### src/hdl/acx_pkg.sv
// Shared constants and types for the auxiliary control and configuration block.
// Assumes an 8-bit CPU core on the same clock that owns the special function register bus.
package acx_pkg;

	// Auxiliary control register fields
	localparam int AUX_PTR_SEL_BIT = 0;
	localparam int AUX_ZERO_BIT = 2;
	localparam int AUX_SW_RESET_BIT = 3;
	localparam logic [7:0] AUX_RESET = 8'h00;
	localparam logic [7:0] AUX_STORE_MASK = 8'hF0;

	// Code space addresses
	localparam logic [15:0] SIG0_ADDR = 16'hFC30;
	localparam logic [15:0] SIG1_ADDR = 16'hFC31;
	localparam logic [15:0] SIG2_ADDR = 16'hFC60;
	localparam logic [15:0] CUST_FIRST = 16'hFCE0;
	localparam logic [15:0] CUST_LAST = 16'hFCFF;
	localparam int CUST_DEPTH = 32;

	// External data space: first configuration byte
	localparam logic [15:0] CFG1_ADDR = 16'hFD00;
	localparam logic [7:0] CFG1_UNPROG = 8'hFF;
	localparam logic [7:0] EXT_EMPTY = 8'hFF;

	// Configuration byte one field positions
	localparam int CFG_WDT_BIT = 7;
	localparam int CFG_RPD_BIT = 6;
	localparam int CFG_PRL_BIT = 5;
	localparam int CFG_BOV_BIT = 4;
	localparam int CFG_CLOCK_RATE_SELECT_BIT = 3;
	localparam int CFG_OSC_MSB = 2;

	localparam logic [15:0] DP_RESET = 16'h0000;
	localparam logic [7:0] BYTE_ZERO = 8'h00;

	// Oscillator modes as coded in the configuration byte
	typedef enum logic [2:0] {
		ACX_OSC_EXT = 3'b111,
		ACX_OSC_RC = 3'b011,
		ACX_OSC_LF = 3'b010,
		ACX_OSC_MF = 3'b001,
		ACX_OSC_HF = 3'b000
	} acx_osc_t;

	// Decoded configuration
	typedef struct packed {
		logic watchdog_enable_cfg;
		logic reset_pin_disable;
		logic port_reset_level;
		logic brownout_select;
		logic clock_rate_select;
		acx_osc_t oscillator_select;
		logic osc_valid;
	} acx_cfg_t;

	// Power-up capture sequence
	typedef enum logic [1:0] {
		ACX_CAP_SYNC1 = 2'b00,
		ACX_CAP_SYNC2 = 2'b01,
		ACX_CAP_SAMPLE = 2'b11,
		ACX_CAP_RUN = 2'b10
	} acx_cap_t;

endpackage : acx_pkg

### src/hdl/acx_aux_ctrl.sv
// Auxiliary control: software reset, dual data pointers, signature and customer bytes,
// and power-up configuration capture and read-back.
// Assumes the CPU core, SFR strobes and code memory all run on i_clk.
//
// Functional notes
// RL1: Writing one to software reset bit resets all SFRs, restarts fetch at zero.
// RL2: Software must avoid setting the software reset bit by accident.
// RL3: Two data pointers; select bit picks one, the other stays hidden.
// RL4: High and low byte reads and writes act on the selected pointer.
// RL5: Pointer increment adds one to the selected sixteen-bit pointer.
// RL6: Immediate load fills the selected pointer, other pointer unchanged.
// RL7: Indexed jump and code read address is accumulator plus selected pointer.
// RL8: Bit two of auxiliary control reads zero, ignores writes.
// RL9: External data space reads go to configuration information, not pins.
// RL10: Three signature bytes returned by code reads at their fixed addresses.
// RL11: Thirty-two byte customer area readable as data, never as instructions.
// RL12: Configuration fixed at power up; program may only read it.
// RL13: Configuration byte one read at its external address; unprogrammed reads all ones.
// RL14: Reset pin disable turns the reset pin into an input-only port pin.
// RL15: Undefined oscillator codes are reserved and select no mode; the decoder gives ACX_OSC_EXT with osc_valid low.
// RL16: External programmer talks serially on two pins in programming mode.
// RL17: Config byte bits: watchdog, reset pin, port level, brownout, clock, oscillator.
// RL18: Oscillator codes: 111 external, 011 RC, 010 low, 001 medium, 000 high.
// RL19: Port pins leave reset high when port level bit one, else low.
`timescale 1ns/1ps
module acx_aux_ctrl #(
	parameter logic [7:0] SIG_BYTE0 = 8'h5A, // Arbitrary value
	parameter logic [7:0] SIG_BYTE1 = 8'hA5, // Arbitrary value
	parameter logic [7:0] SIG_BYTE2 = 8'h3C // Arbitrary value
) (
	input wire logic i_clk,
	input wire logic i_rst_b,
	input wire logic i_aux_wr,
	input wire logic [7:0] i_aux_wdata,
	output logic [7:0] o_aux_rdata,
	input wire logic i_dph_wr,
	input wire logic i_dpl_wr,
	input wire logic [7:0] i_dp_wdata,
	output logic [7:0] o_pointer_high_byte,
	output logic [7:0] o_pointer_low_byte,
	input wire logic i_dp_inc,
	input wire logic i_dp_load,
	input wire logic [15:0] i_dp_load_val,
	input wire logic [7:0] i_acc,
	output logic [15:0] o_index_addr,
	input wire logic i_code_rd,
	input wire logic [7:0] i_code_mem_data,
	output logic [7:0] o_code_rdata,
	output logic o_code_rvalid,
	input wire logic [15:0] i_fetch_addr,
	output logic o_fetch_illegal,
	input wire logic i_ext_rd,
	output logic [7:0] o_ext_rdata,
	output logic o_ext_rvalid,
	input wire logic i_cust_prog_wr,
	input wire logic [4:0] i_cust_prog_addr,
	input wire logic [7:0] i_cust_prog_data,
	input wire logic [7:0] i_cfg_fuse,
	input wire logic i_rst_pin_b,
	output logic o_ext_reset,
	output logic o_port_pin_in,
	output logic o_sw_reset,
	output logic o_pc_restart,
	output logic o_cfg_ready,
	output acx_pkg::acx_cfg_t o_cfg,
	output logic o_port_reset_high
);
	import acx_pkg::*;

	logic [7:0] aux_store;
	logic ptr_sel;
	logic [15:0] data_pointer [2];
	logic sw_reset_q;
	logic [7:0] cfg_byte;
	acx_cap_t cap_state;
	acx_cap_t next_cap_state;
	logic [7:0] fuse_s1, fuse_s2;
	logic pin_s1, pin_s2;
	logic [7:0] cust_mem [CUST_DEPTH];

	// Software reset request and SFR clear condition
	wire logic sw_reset_hit = i_aux_wr & i_aux_wdata[AUX_SW_RESET_BIT]; // RL1

	// Selected pointer view; the other one is never routed out
	wire logic [15:0] dp_sel = data_pointer[ptr_sel]; // RL3
	assign o_pointer_high_byte = dp_sel[15:8]; // RL4
	assign o_pointer_low_byte = dp_sel[7:0]; // RL4
	assign o_index_addr = dp_sel + {8'h00, i_acc}; // RL7

	// Auxiliary control read: software reset and bits two and one read zero
	assign o_aux_rdata = {aux_store[7:4], 1'b0, 1'b0, 1'b0, ptr_sel}; // RL8

	// Auxiliary control register
	always_ff @(posedge i_clk or negedge i_rst_b) begin
		if (!i_rst_b) begin
			aux_store <= AUX_RESET[7:0];
			ptr_sel <= 1'b0;
		end else if (sw_reset_hit) begin
			aux_store <= AUX_RESET[7:0]; // RL1
			ptr_sel <= 1'b0; // RL1
		end else if (i_aux_wr) begin
			aux_store <= i_aux_wdata & AUX_STORE_MASK; // RL8
			ptr_sel <= i_aux_wdata[AUX_PTR_SEL_BIT]; // RL3
		end
	end

	// Per-pointer update: load beats increment beats byte writes
	for (genvar g = 0; g < 2; g++) begin : g_dp
		wire logic mine = (ptr_sel == 1'(g));
		always_ff @(posedge i_clk or negedge i_rst_b) begin
			if (!i_rst_b) begin
				data_pointer[g] <= DP_RESET;
			end else if (sw_reset_hit) begin
				data_pointer[g] <= DP_RESET; // RL1
			end else if (mine & i_dp_load) begin
				data_pointer[g] <= i_dp_load_val; // RL6
			end else if (mine & i_dp_inc) begin
				data_pointer[g] <= data_pointer[g] + 16'h0001; // RL5
			end else if (mine & (i_dph_wr | i_dpl_wr)) begin
				data_pointer[g][15:8] <= i_dph_wr ? i_dp_wdata : data_pointer[g][15:8]; // RL4
				data_pointer[g][7:0] <= i_dpl_wr ? i_dp_wdata : data_pointer[g][7:0]; // RL4
			end
		end
	end

	// Software reset pulse, one cycle after the write
	always_ff @(posedge i_clk or negedge i_rst_b) begin
		if (!i_rst_b) begin
			sw_reset_q <= 1'b0;
		end else begin
			sw_reset_q <= sw_reset_hit; // RL1
		end
	end
	assign o_sw_reset = sw_reset_q;
	assign o_pc_restart = sw_reset_q | o_ext_reset; // RL1

	// Customer area storage, written only by the programming path
	always_ff @(posedge i_clk) begin
		if (i_cust_prog_wr) begin
			cust_mem[i_cust_prog_addr] <= i_cust_prog_data;
		end
	end

	// Code-space read decode
	wire logic [15:0] code_addr = o_index_addr; // RL7
	wire logic in_cust = (code_addr >= CUST_FIRST) && (code_addr <= CUST_LAST); // RL11
	wire logic [7:0] code_byte =
		(code_addr == SIG0_ADDR) ? SIG_BYTE0 : // RL10
		(code_addr == SIG1_ADDR) ? SIG_BYTE1 : // RL10
		(code_addr == SIG2_ADDR) ? SIG_BYTE2 : // RL10
		in_cust ? cust_mem[code_addr[4:0]] : i_code_mem_data; // RL11
	assign o_fetch_illegal = (i_fetch_addr >= CUST_FIRST) && (i_fetch_addr <= CUST_LAST); // RL11

	// External-space read decode: only the configuration byte answers
	wire logic [7:0] ext_byte = (dp_sel == CFG1_ADDR) ? cfg_byte : EXT_EMPTY; // RL9 RL13

	// Read data registers
	always_ff @(posedge i_clk or negedge i_rst_b) begin
		if (!i_rst_b) begin
			o_code_rdata <= BYTE_ZERO;
			o_code_rvalid <= 1'b0;
			o_ext_rdata <= BYTE_ZERO;
			o_ext_rvalid <= 1'b0;
		end else begin
			o_code_rvalid <= i_code_rd;
			o_ext_rvalid <= i_ext_rd;
			if (i_code_rd) begin
				o_code_rdata <= code_byte; // RL10
			end
			if (i_ext_rd) begin
				o_ext_rdata <= ext_byte; // RL9
			end
		end
	end

	// Two-stage synchronisers for the fuse lines and the reset pin
	always_ff @(posedge i_clk or negedge i_rst_b) begin
		if (!i_rst_b) begin
			fuse_s1 <= CFG1_UNPROG;
			fuse_s2 <= CFG1_UNPROG;
			pin_s1 <= 1'b1;
			pin_s2 <= 1'b1;
		end else begin
			fuse_s1 <= i_cfg_fuse;
			fuse_s2 <= fuse_s1;
			pin_s1 <= i_rst_pin_b;
			pin_s2 <= pin_s1;
		end
	end

	// Power-up capture sequence: wait for the synchroniser, sample once, then hold
	always_comb begin
		unique case (cap_state)
			ACX_CAP_SYNC1: next_cap_state = ACX_CAP_SYNC2;
			ACX_CAP_SYNC2: next_cap_state = ACX_CAP_SAMPLE;
			ACX_CAP_SAMPLE: next_cap_state = ACX_CAP_RUN;
			ACX_CAP_RUN: next_cap_state = ACX_CAP_RUN;
		endcase
	end

	// Configuration byte: written only while sampling, never by software
	always_ff @(posedge i_clk or negedge i_rst_b) begin
		if (!i_rst_b) begin
			cap_state <= ACX_CAP_SYNC1;
			cfg_byte <= CFG1_UNPROG;
		end else begin
			cap_state <= next_cap_state;
			if (cap_state == ACX_CAP_SAMPLE) begin
				cfg_byte <= fuse_s2; // RL12
			end
		end
	end
	assign o_cfg_ready = (cap_state == ACX_CAP_RUN);

	acx_cfg_decode u_decode (
		.i_cfg_byte(cfg_byte),
		.o_cfg(o_cfg)
	);

	// Shared reset pin: reset input or plain input pin
	assign o_ext_reset = ~o_cfg.reset_pin_disable & ~pin_s2; // RL14
	assign o_port_pin_in = o_cfg.reset_pin_disable & pin_s2; // RL14
	assign o_port_reset_high = o_cfg.port_reset_level; // RL19
endmodule : acx_aux_ctrl

### src/hdl/acx_cfg_decode.sv
// Decoder for the first power-up configuration byte.
// Assumes the byte has already been captured and is stable.
`timescale 1ns/1ps
module acx_cfg_decode (
	input wire logic [7:0] i_cfg_byte,
	output acx_pkg::acx_cfg_t o_cfg
);
	import acx_pkg::*;

	wire logic [2:0] osc_code = i_cfg_byte[CFG_OSC_MSB:0];
	logic osc_ok;

	// Only five oscillator codes name a mode; others stay reserved
	always_comb begin
		unique case (osc_code)
			3'b111, 3'b011, 3'b010, 3'b001, 3'b000: osc_ok = 1'b1; // RL18
			default: osc_ok = 1'b0; // RL15
		endcase
	end

	// Field split of the byte, one driver for the whole struct
	assign o_cfg = '{
		watchdog_enable_cfg: i_cfg_byte[CFG_WDT_BIT], // RL17
		reset_pin_disable: ~i_cfg_byte[CFG_RPD_BIT], // RL17
		port_reset_level: i_cfg_byte[CFG_PRL_BIT], // RL17
		brownout_select: i_cfg_byte[CFG_BOV_BIT], // RL17
		clock_rate_select: i_cfg_byte[CFG_CLOCK_RATE_SELECT_BIT], // RL17
		oscillator_select: osc_ok ? acx_osc_t'(osc_code) : ACX_OSC_EXT, // RL15
		osc_valid: osc_ok // RL15
	};

endmodule : acx_cfg_decode

### config.mk
export PLATFORM = sky130hd
export DESIGN_NAME = acx_aux_ctrl
export DESIGN_NICKNAME = d
export VERILOG_FILES = /design/src/hdl/acx_pkg.sv /design/src/hdl/acx_aux_ctrl.sv /design/src/hdl/acx_cfg_decode.sv
export SDC_FILE = /design/constraint.sdc
export NUM_CORES = 1
export LEC_CHECK = 0
export BUFFER_PORTS_ARGS = -buffer_cell sky130_fd_sc_hd__buf_2
export CAP_MARGIN = 20
export CELL_PAD_IN_SITES_DETAIL_PLACEMENT = 0
export CELL_PAD_IN_SITES_GLOBAL_PLACEMENT = 1
export CORE_MARGIN = 2
export CORE_UTILIZATION = 49
export DETAILED_ROUTE_END_ITERATION = 7
export GPL_ROUTABILITY_DRIVEN = 0
export GPL_TIMING_DRIVEN = 0
export PLACE_DENSITY = 0.88
export REMOVE_ABC_BUFFERS = 1
export SLEW_MARGIN = 20
export SYNTH_ARGS = -nofsm -noshare
export SYNTH_HDL_FRONTEND = slang
export SYNTH_SLANG_ARGS = --single-unit
### constraint.sdc
create_clock -name i_clk -period 5.3 [get_ports i_clk]
set_clock_uncertainty 0.05 [all_clocks]
set_input_delay 1.06 -clock i_clk [delete_from_list [all_inputs] [get_ports i_clk]]
set_output_delay 1.06 -clock i_clk [all_outputs]
set_load 0.005 [all_outputs]
After elaboration in Yosys (flattened, before gate mapping)
Memories as Yosys holds them, arrays and structs flattened.
Cells that the tools add are included.
{ "totals": {"word_cells": 96, "input_bits": 96, "reg_bits": 88, "ram_bits": 256, "mem_count": 1} }
{ "mem_list": {"columns": ["name", "depth", "word_bits", "read_ports", "rd_ports_with_merged_regs", "wr", "line_no", "text"], "rows": [
  ["cust_mem", 32, 8, 1, 0, 1, "acx_aux_ctrl.sv:79", "logic [7:0] cust_mem [CUST_DEPTH];"]
]} }
{ "classes": {"order_cmp": 5, "n_eq_ne": 11, "reduce_logical": 17, "add_sub_neg": 3, "bitwise_logic": 15, "muxes": 27} }
{ "ops": {"columns": ["operator", "count"], "rows": [
  ["two-way mux 16 bit", 11],
  ["two-way mux 8 bit", 9],
  ["equality test 16 bit, second input constant", 4],
  ["adder 16 x 1 -> 16 bit, second input constant", 2],
  ["greater-or-equal comparator 16 bit, second input constant", 2],
  ["less-or-equal comparator 16 bit, second input constant", 2],
  ["nonzero test 4 bit", 6],
  ["adder 16 x 8 -> 16 bit", 1],
  ["AND 1 bit", 9],
  ["AND reduction 2 bit", 4],
  ["equality test 3 x 2 -> 1 bit, second input constant", 2],
  ["case mux 2 bit (3 select lines)", 1],
  ["two-way mux 1 bit", 5],
  ["OR reduction 5 bit", 1],
  ["equality test 2 bit, second input constant", 2],
  ["equality test 3 x 1 -> 1 bit, second input constant", 1],
  ["equality test 3 bit, second input constant", 1],
  ["zero test 3 bit", 1],
  ["two-way mux 3 bit", 1],
  ["inverter 1 bit", 3],
  ["equality test 2 x 1 -> 1 bit, second input constant", 1],
  ["greater-or-equal comparator 2 bit, second input constant", 1],
  ["logical AND 1 bit", 2],
  ["zero test 2 bit", 1],
  ["other kinds (4)", 5]
]} }

Logic depth before layout (Yosys ltp)
Gate-level depths: netlist (run 1).
{ "logic_depth": {"word_depth": 11, "depth_mapped": 20} }

By module
From an unflattened synthesis (run 1), not the netlist that was laid out.
{ "hier_totals": {"cells_unflattened": 1036, "hier_area_um2": 15056.9} }
{ "modules_own_cells": {"columns": ["module", "area_per_inst_um2", "seq_area_each_um2", "instances", "cells_per_inst"], "rows": [
  ["acx_aux_ctrl", 14989.4, 9821.9, 1, 1026],
  ["acx_cfg_decode", 67.6, 0.0, 1, 10]
]} }

Least setup slack after synthesis (run 1)
Ideal clock, no wire load.
{ "synth_path": {"path_kind": "flip-flop to output port", "from": "register ptr_sel, in the netlist g_dp[1].mine", "to": "output port o_index_addr[4]", "t_arrival_ns": 3.355, "path_slack_ns": 0.835, "path_stages_with_launch": 16, "path_buffers": 6, "t_required_ns": 4.190, "path_cell_list": "dfrtp_1 -> buf_2 -> buf_2 -> buf_1 -> clkbuf_1 -> nand2_1 -> o21ai_0 -> ha_1 -> inv_1 -> fa_1 -> nand2b_1 -> a21boi_0 -> or3_1 -> and2_1 -> clkbuf_1 -> clkbuf_1"} }
{ "synth_via": {"elab_chain_len": 5} }
{ "synth_rtl": {"columns": ["item", "line_no", "text"], "rows": [
  ["from (decl)", "acx_aux_ctrl.sv:71", "logic ptr_sel;"],
  ["from (signal assigned)", "acx_aux_ctrl.sv:103", "ptr_sel <= i_aux_wdata[AUX_PTR_SEL_BIT];"],
  ["inverter 1 -> 2 bit (not written as such)", "acx_aux_ctrl.sv:85", "wire logic [15:0] dp_sel = data_pointer[ptr_sel];"],
  ["two-way mux 16 bit (not written as such) (3 in a row)", "acx_aux_ctrl.sv:85", null],
  ["net o_pointer_low_byte[0]", "acx_aux_ctrl.sv:40", "output logic [7:0] o_pointer_low_byte,"],
  ["adder 16 x 8 -> 16 bit", "acx_aux_ctrl.sv:88", "assign o_index_addr = dp_sel + {8'h00, i_acc};"],
  ["to (decl)", "acx_aux_ctrl.sv:45", "output logic [15:0] o_index_addr,"]
]} }
The timed path passes the listed nets, and every way through them passes these cells. The select of a mux whose other input is x is not followed.

Worst setup path after layout (run 1)
{ "layout_path": {"from": "register ptr_sel, in the netlist g_dp[1].mine", "to": "output port o_index_addr[4]"} }
{ "layout_via": {"elab_chain_len": 5} }
{ "layout_rtl": {"columns": ["item", "line_no"], "rows": [
  ["inverter 1 -> 2 bit (not written as such)", "acx_aux_ctrl.sv:85"],
  ["two-way mux 16 bit (not written as such) (3 in a row)", "acx_aux_ctrl.sv:85"],
  ["adder 16 x 8 -> 16 bit", "acx_aux_ctrl.sv:88"]
]} }
Every way passes these cells. The select of a mux whose other input is x is not followed.

==> impl_metrics.env, run 1 <==
export IMPL_status="finished clean"
export IMPL_post_synth_adder_cell_area_pct=0.952
export IMPL_critical_path_endpoint_type="output port"
export IMPL_slew_violations=0
export IMPL_grt_overflow=0
export IMPL_worst_hold_path_type="reg2reg"
export IMPL_hold_path_depth=0
export IMPL_cts_hold_buffers_added=0
export IMPL_die_h_um=180
export IMPL_total_leakage_power_uw=0.00633
export IMPL_dominantRegCellSynth="sky130_fd_sc_hd__edfxtp_1"
export IMPL_cts_sinks=340
export IMPL_finalNetCount=1315
export IMPL_clock_insertion_delay_worst_skew_ps=530
export IMPL_post_synth_and_or_nand_nor_area_fraction_pct=8.19
export IMPL_yosysWarningCount=0
export IMPL_core_area_mm2=0.0306
export IMPL_port_buffers=159
export IMPL_final_fill_count=2360
export IMPL_area_growth_syn_to_layout_pct=15.4
export IMPL_route_final_wire_length_um=38000
export IMPL_power_density_mw_per_mm2=413
export IMPL_synthesis_instances=1070
export IMPL_firstDrtPassIters=5
export IMPL_detailed_place_hpwl_um=24800
export IMPL_timing_setup_critical_path_class="reg2out"
export IMPL_max_slew_worst_pin_slew_ps=1160
export IMPL_tns_ps=0
export IMPL_dpl_instance_area_mm2=0.0164
export IMPL_async_flop_share_pct=24.7
export IMPL_globalRouteTotalUtil_pct=23.2
export IMPL_die_width_um=180
export IMPL_std_cell_rows=64
export IMPL_grt_setup_unrepaired="false"
export IMPL_gr_max_usage_layer="met2"
export IMPL_power_total_uw=7260
export IMPL_maxSlewHeadroom_pct=22.7
export IMPL_multiInputGateArea_mm2=0.00504
export IMPL_grtUsageMet2_pct=35.6
export IMPL_cts_root_to_sink_buffers=3
export IMPL_grt_first_pass_wirelength_um=58100
export IMPL_cts_post_setup_buffers_inserted=0
export IMPL_clk_pin_slew_ps=60
export IMPL_setup_ws_ps=164
export IMPL_reg2reg_slack_ps=340
export IMPL_worst_min_path_start="fuse_s1[1]"
export IMPL_worst_ep_required_ps=4190
export IMPL_top_level_ports=170
export IMPL_route_detailed_vias_per_inst=6.06
export IMPL_h_tree_depth=2
export IMPL_synth_top_family_by_area="multiplexers"
export IMPL_setup_violations=0
export IMPL_regToRegStartpoint="g_dp[1].mine"
export IMPL_synth_area_mux_share_pct=12.3
export IMPL_fraction_of_the_yosys_area_taken_by_sequential_cells_pct=64.4
export IMPL_grt_met1_usage_pct=33.3
export IMPL_layout_core_utilization_pct=57.5
export IMPL_layout_cells_most_common_list="sky130_fd_sc_hd__edfxtp_1 (256), sky130_fd_sc_hd__buf_2 (158), sky130_fd_sc_hd__nand2_1 (100)"
export IMPL_timing_final_crit_period_ps=5140
export IMPL_vias=9867
export IMPL_critical_path_start_type="flop"
export IMPL_clk_root_buffer_cell="sky130_fd_sc_hd__clkbuf_16"
export IMPL_antenna_diode_count=0
export IMPL_initial_antenna_violation_count=2
export IMPL_mappedNetlistArea_mm2=0.0152
export IMPL_ff2ff_path_depth=14
export IMPL_hold_path_end="fuse_s2[1]"
export IMPL_layout_drive_gt1_share_pct=29.2
export IMPL_post_synth_xor_area_fraction_pct=1.67
export IMPL_fmaxAchievable_ghz=0.195
export IMPL_max_cap_violations=0
export IMPL_floorplan_die_area_mm2=0.0325
export IMPL_ir_drop_mv=0.318
export IMPL_cts_buffers=36
export IMPL_synth_avg_cell_area_um2=14.2
export IMPL_crit_arrival_ps=4030
export IMPL_synth_compound_area_share_pct=9.46
export IMPL_wl_cell_um=23.3
export IMPL_layout_worst_path_cycle_share_pct=96.9
export IMPL_synth_cell_type_count=76
export IMPL_final_seq_area_mm2=0.00983
export IMPL_final_cell_area_mm2=0.0176
export IMPL_start_util_pct=49.8
export IMPL_number_of_violations_reported_at_the_end_of_detailed_routing_iteration_0=1199
export IMPL_number_of_register_bits_inferred_by_synthesis=340
export IMPL_grt_start_max_net_pins=52
export IMPL_drc=0
export IMPL_antenna_violating_nets_left=0
export IMPL_groute_layer_met3_usage_pct=4.55
export IMPL_synth_edf_count=256
export IMPL_via_count_of_the_first_global_routing_pass=9782
export IMPL_maximum_fanout_along_the_worst_path=39
export IMPL_pre_cts_slack_ps=-15.5
export IMPL_rr_endpoint="o_code_rdata[6]"
export IMPL_tritoncts="yes"
export IMPL_layout_cells_most_common="sky130_fd_sc_hd__edfxtp_1"
export IMPL_hold_viol=0
==> per-layer routing <==
layer  wire (um)  up-vias
met2       17600      503
met3        3450       79
met1       15800     4923
li1            -     4360
met5          15        -
met4        1110        2
==> cell type report <==
cell class / count / area share [%]
Clock buffer: 45 / 5.50
Timing Repair Buffer: 166 / 5.40
Timing Repair inverter: 1 / 0.0285
Multi-Input combinational cell: 630 / 28.7
Tap cell: 396 / 2.82
Clock inverter: 18 / 0.982
Sequential cell: 340 / 55.9
Inverter: 33 / 0.726
==> synth_stat cells, types with 7 or more instances <==
| library cell | n | area, um^2 |
|---|---|---|
| sky130_fd_sc_hd__buf_1 | 7 | 26.3 |
| sky130_fd_sc_hd__nand3_1 | 12 | 60.1 |
| sky130_fd_sc_hd__xor2_1 | 11 | 96.3 |
| sky130_fd_sc_hd__clkbuf_1 | 38 | 143 |
| sky130_fd_sc_hd__mux2i_1 | 27 | 270 |
| sky130_fd_sc_hd__nand4_1 | 7 | 43.8 |
| sky130_fd_sc_hd__dfstp_2 | 26 | 683 |
| sky130_fd_sc_hd__buf_2 | 10 | 50.1 |
| sky130_fd_sc_hd__inv_1 | 32 | 120 |
| sky130_fd_sc_hd__mux2_2 | 19 | 214 |
| sky130_fd_sc_hd__xnor2_1 | 18 | 158 |
| sky130_fd_sc_hd__nand3b_1 | 7 | 52.6 |
| sky130_fd_sc_hd__a311oi_1 | 8 | 70.1 |
| sky130_fd_sc_hd__a21oi_1 | 44 | 220 |
| sky130_fd_sc_hd__dfrtp_1 | 58 | 1450 |
| sky130_fd_sc_hd__and2_1 | 7 | 43.8 |
| sky130_fd_sc_hd__o22a_1 | 10 | 87.6 |
| sky130_fd_sc_hd__a211oi_1 | 22 | 165 |
| sky130_fd_sc_hd__edfxtp_1 | 256 | 7690 |
| sky130_fd_sc_hd__buf_4 | 13 | 97.6 |
| sky130_fd_sc_hd__nor3_1 | 11 | 55.1 |
| sky130_fd_sc_hd__or3_1 | 10 | 62.6 |
| sky130_fd_sc_hd__o21ai_0 | 59 | 295 |
| sky130_fd_sc_hd__nor2_1 | 73 | 274 |
| sky130_fd_sc_hd__nand2_1 | 100 | 375 |
| sky130_fd_sc_hd__or2_2 | 8 | 50.1 |
| sky130_fd_sc_hd__mux4_2 | 62 | 1400 |
| sky130_fd_sc_hd__ha_1 | 10 | 125 |
==> report_power, final <==
group	switching, uW	internal (uW)	total [uW]
clock	1050	1410	2460
combinational	997	731	1730
sequential	100	2970	3070
==> critical path: stages, from the launching register on <==
cell and delay (ps):
sky130_fd_sc_hd__dfrtp_4 660, sky130_fd_sc_hd__o21ai_1 600, sky130_fd_sc_hd__ha_4 230, sky130_fd_sc_hd__inv_1 50
sky130_fd_sc_hd__fa_4 470, sky130_fd_sc_hd__nand2b_1 220, sky130_fd_sc_hd__a21boi_0 250, sky130_fd_sc_hd__or3_1 170
sky130_fd_sc_hd__and2_1 580, sky130_fd_sc_hd__buf_2 240
==> registers in the layout (all words and copies together) (netlist names) <==
| name | cells |
|---|---|
| cfg_byte | 8 |
| o_sw_reset | 1 |
| o_ext_rdata | 8 |
| o_code_rvalid | 1 |
| fuse_s2 | 8 |
| cust_mem | 256 |
| cap_state | 2 |
| g_dp.mine | 1 |
| o_ext_rvalid | 1 |
| aux_store | 4 |
| pin_s2 | 1 |
| pin_s1 | 1 |
| data_pointer | 32 |
| o_code_rdata | 8 |
| fuse_s1 | 8 |
==> per-stage QoR <==
stage,hold slack (ps),instances
finish,304,1629
detailed placement,297,1565
CTS,305,1628
floorplan,295,1003
global placement,296,1558
global route,307,1629
==> worst max path at each step <==
stage                 startpoint              end  slack [ps]  cells after the start
floorplan           g_dp[1].mine  o_code_rdata[0]        -670                      7
global placement    g_dp[1].mine  o_code_rdata[4]       -2590                      9
detailed placement  g_dp[1].mine  o_code_rdata[6]         -20                     14
CTS                 g_dp[1].mine  o_index_addr[2]          70                      9
global route        g_dp[1].mine  o_index_addr[4]          60                      9
finish              g_dp[1].mine  o_index_addr[4]         160                      9
==> repair_timing <==
action,in CTS,in global routing
gates resized for setup,1,3
endpoints found under the setup margin,5,6
gates cloned,0,1
==> cell families after synthesis <==
group                    count (synthesis)
other                                    1
XOR/XNOR                                29
flip-flops                             340
multiplexers                           108
AND/OR/NAND/NOR                        267
adder cells (fa/ha/maj)                 11
buffers and inverters                  102
AO/OA/AOI/OAI                          212
Power figures use the tool's default switching activity.
==> run 2, diff against run 1 <==
- clock period: 5.3 -> 5.8 ns (I/O delays scaled with it)
==> impl_metrics.env, run 2 (synthesis results as in run 1) <==
export IMPL_status="finished clean"
export IMPL_clk_pin_slew_ps=60
export IMPL_max_slew_worst_pin_slew_ps=1120
export IMPL_die_width_um=180
export IMPL_globalRouteTotalUtil_pct=23.2
export IMPL_number_of_violations_reported_at_the_end_of_detailed_routing_iteration_0=1055
export IMPL_timing_setup_critical_path_class="reg2out"
export IMPL_vias=9884
export IMPL_grt_setup_unrepaired="false"
export IMPL_flip_flop_count_of_the_largest_register_after_layout=256
export IMPL_post_cts_gate_resize_count=0
export IMPL_antenna_violating_nets_left=0
export IMPL_core_area_mm2=0.0306
export IMPL_firstDrtPassIters=5
export IMPL_hold_viol=0
export IMPL_area_growth_syn_to_layout_pct=15.3
export IMPL_worst_min_path_start="fuse_s1[1]"
export IMPL_h_tree_depth=2
export IMPL_clk_root_buffer_cell="sky130_fd_sc_hd__clkbuf_16"
export IMPL_grt_start_max_net_pins=52
export IMPL_slew_violations=0
export IMPL_critical_path_endpoint_type="output port"
export IMPL_reg2reg_slack_ps=360
export IMPL_ff2ff_path_depth=14
export IMPL_std_cell_rows=64
export IMPL_initial_antenna_violation_count=1
export IMPL_crit_arrival_ps=4400
export IMPL_grt_first_pass_wirelength_um=58100
export IMPL_port_buffers=159
export IMPL_max_cap_violations=0
export IMPL_drc=0
export IMPL_layout_drive_gt1_share_pct=29.0
export IMPL_via_count_of_the_first_global_routing_pass=9782
export IMPL_route_final_wire_length_um=37800
export IMPL_largest_registers_in_the_final_layout="cust_mem: 256 flops, data_pointer: 32 flops"
export IMPL_layout_worst_path_cycle_share_pct=96.7
export IMPL_total_leakage_power_uw=0.00633
export IMPL_worst_ep_required_ps=4590
export IMPL_floorplan_die_area_mm2=0.0325
export IMPL_route_detailed_vias_per_inst=6.07
export IMPL_layout_cells_most_common_list="sky130_fd_sc_hd__edfxtp_1 (256), sky130_fd_sc_hd__buf_2 (158), sky130_fd_sc_hd__nand2_1 (100)"
export IMPL_start_util_pct=49.8
export IMPL_ir_drop_mv=0.288
export IMPL_cts_post_setup_buffers_inserted=0
export IMPL_top_level_ports=170
export IMPL_layout_core_utilization_pct=57.4
export IMPL_top_register="cust_mem"
export IMPL_power_total_uw=6620
export IMPL_cts_buffers=36
export IMPL_maximum_fanout_along_the_worst_path=39
export IMPL_cts_sinks=340
export IMPL_timing_final_crit_period_ps=5610
export IMPL_hold_path_depth=0
export IMPL_wl_cell_um=23.2
export IMPL_layout_cells_most_common="sky130_fd_sc_hd__edfxtp_1"
export IMPL_power_density_mw_per_mm2=377
export IMPL_fmaxAchievable_ghz=0.178
export IMPL_antenna_diode_count=0
export IMPL_hold_path_end="fuse_s2[1]"
export IMPL_cts_hold_buffers_added=0
export IMPL_die_h_um=180
export IMPL_maxSlewHeadroom_pct=25.1
export IMPL_grt_overflow=0
export IMPL_rr_endpoint="o_code_rdata[6]"
export IMPL_detailed_place_hpwl_um=24800
export IMPL_tritoncts="yes"
export IMPL_cts_root_to_sink_buffers=3
export IMPL_setup_violations=0
export IMPL_critical_path_start_type="flop"
export IMPL_worst_hold_path_type="reg2reg"
export IMPL_clock_insertion_delay_worst_skew_ps=540
export IMPL_finalNetCount=1314
export IMPL_regToRegStartpoint="g_dp[1].mine"
-- run 2: cell types whose count changed in the layout (fill, tap and decap cells not counted) --
cell and delta:
sky130_fd_sc_hd__o21ai_0 +1, sky130_fd_sc_hd__clkinvlp_2 -1, sky130_fd_sc_hd__inv_1 +1, sky130_fd_sc_hd__nor2_2 -1, sky130_fd_sc_hd__o21ai_1 -1, sky130_fd_sc_hd__clkinvlp_4 -1
sky130_fd_sc_hd__dfrtp_2 +1, sky130_fd_sc_hd__dfrtp_4 -1, sky130_fd_sc_hd__nor2_1 +1
-- run 2: worst max-delay path by stage --
stage                  from               to  depth (start not counted)
2_1_floorplan  g_dp[1].mine  o_code_rdata[0]                          7
3_3_place_gp   g_dp[1].mine  o_code_rdata[4]                          9
3_5_place_dp   g_dp[1].mine  o_code_rdata[6]                         14
4_1_cts        g_dp[1].mine  o_index_addr[2]                          8
5_1_grt        g_dp[1].mine  o_index_addr[2]                          8
6_report       g_dp[1].mine  o_index_addr[2]                          8
-- run 2: power breakdown --
part | internal [uW] | switching, uW | leakage (uW)
sequential | 2710 | 91.8 | 0.00327
clock | 1290 | 969 | 0.000564
combinational | 667 | 896 | 0.00250
total | 4670 | 1960 | 0.00633
-- run 2: metal layers --
layer,vias to the layer above,part of all wire [%],track usage (%)
met4,2,2.8,8.06
met2,498,47,35.6
li1,4367,-,-
met1,4943,41,33.3
met3,74,9.1,4.55
met5,-,0.040,0
-- run 2: critical path: stages (launching register included) --
cell and delay [ps]:
sky130_fd_sc_hd__dfrtp_2 680, sky130_fd_sc_hd__o21ai_0 900, sky130_fd_sc_hd__ha_4 240, sky130_fd_sc_hd__inv_1 50
sky130_fd_sc_hd__fa_4 470, sky130_fd_sc_hd__xor2_4 480, sky130_fd_sc_hd__buf_8 240, sky130_fd_sc_hd__inv_1 460
sky130_fd_sc_hd__buf_2 310
-- run 2: metrics by stage --
step | hold WS [ps] | setup TNS [ps] | instances | worst slack [ps] | area (um^2)
floorplan | 295 | -730 | 1003 | -173 | 14900
global placement | 296 | -19070 | 1558 | -2090 | 16200
detailed placement | 297 | 0 | 1565 | 485 | 16400
CTS | 305 | 0 | 1628 | 199 | 17600
global route | 307 | 0 | 1628 | 28.5 | 17600
finish | 304 | 0 | 1628 | 191 | 17600
-- run 2: area by class of cell --
cell class	count	area (um^2)
fillers	2364	13000
flip-flops and latches	340	9820
multi-input cells	630	5040
clock buffers	45	967
repair buffers	166	950
well taps	396	495
clock inverters	18	173
inverters	33	124
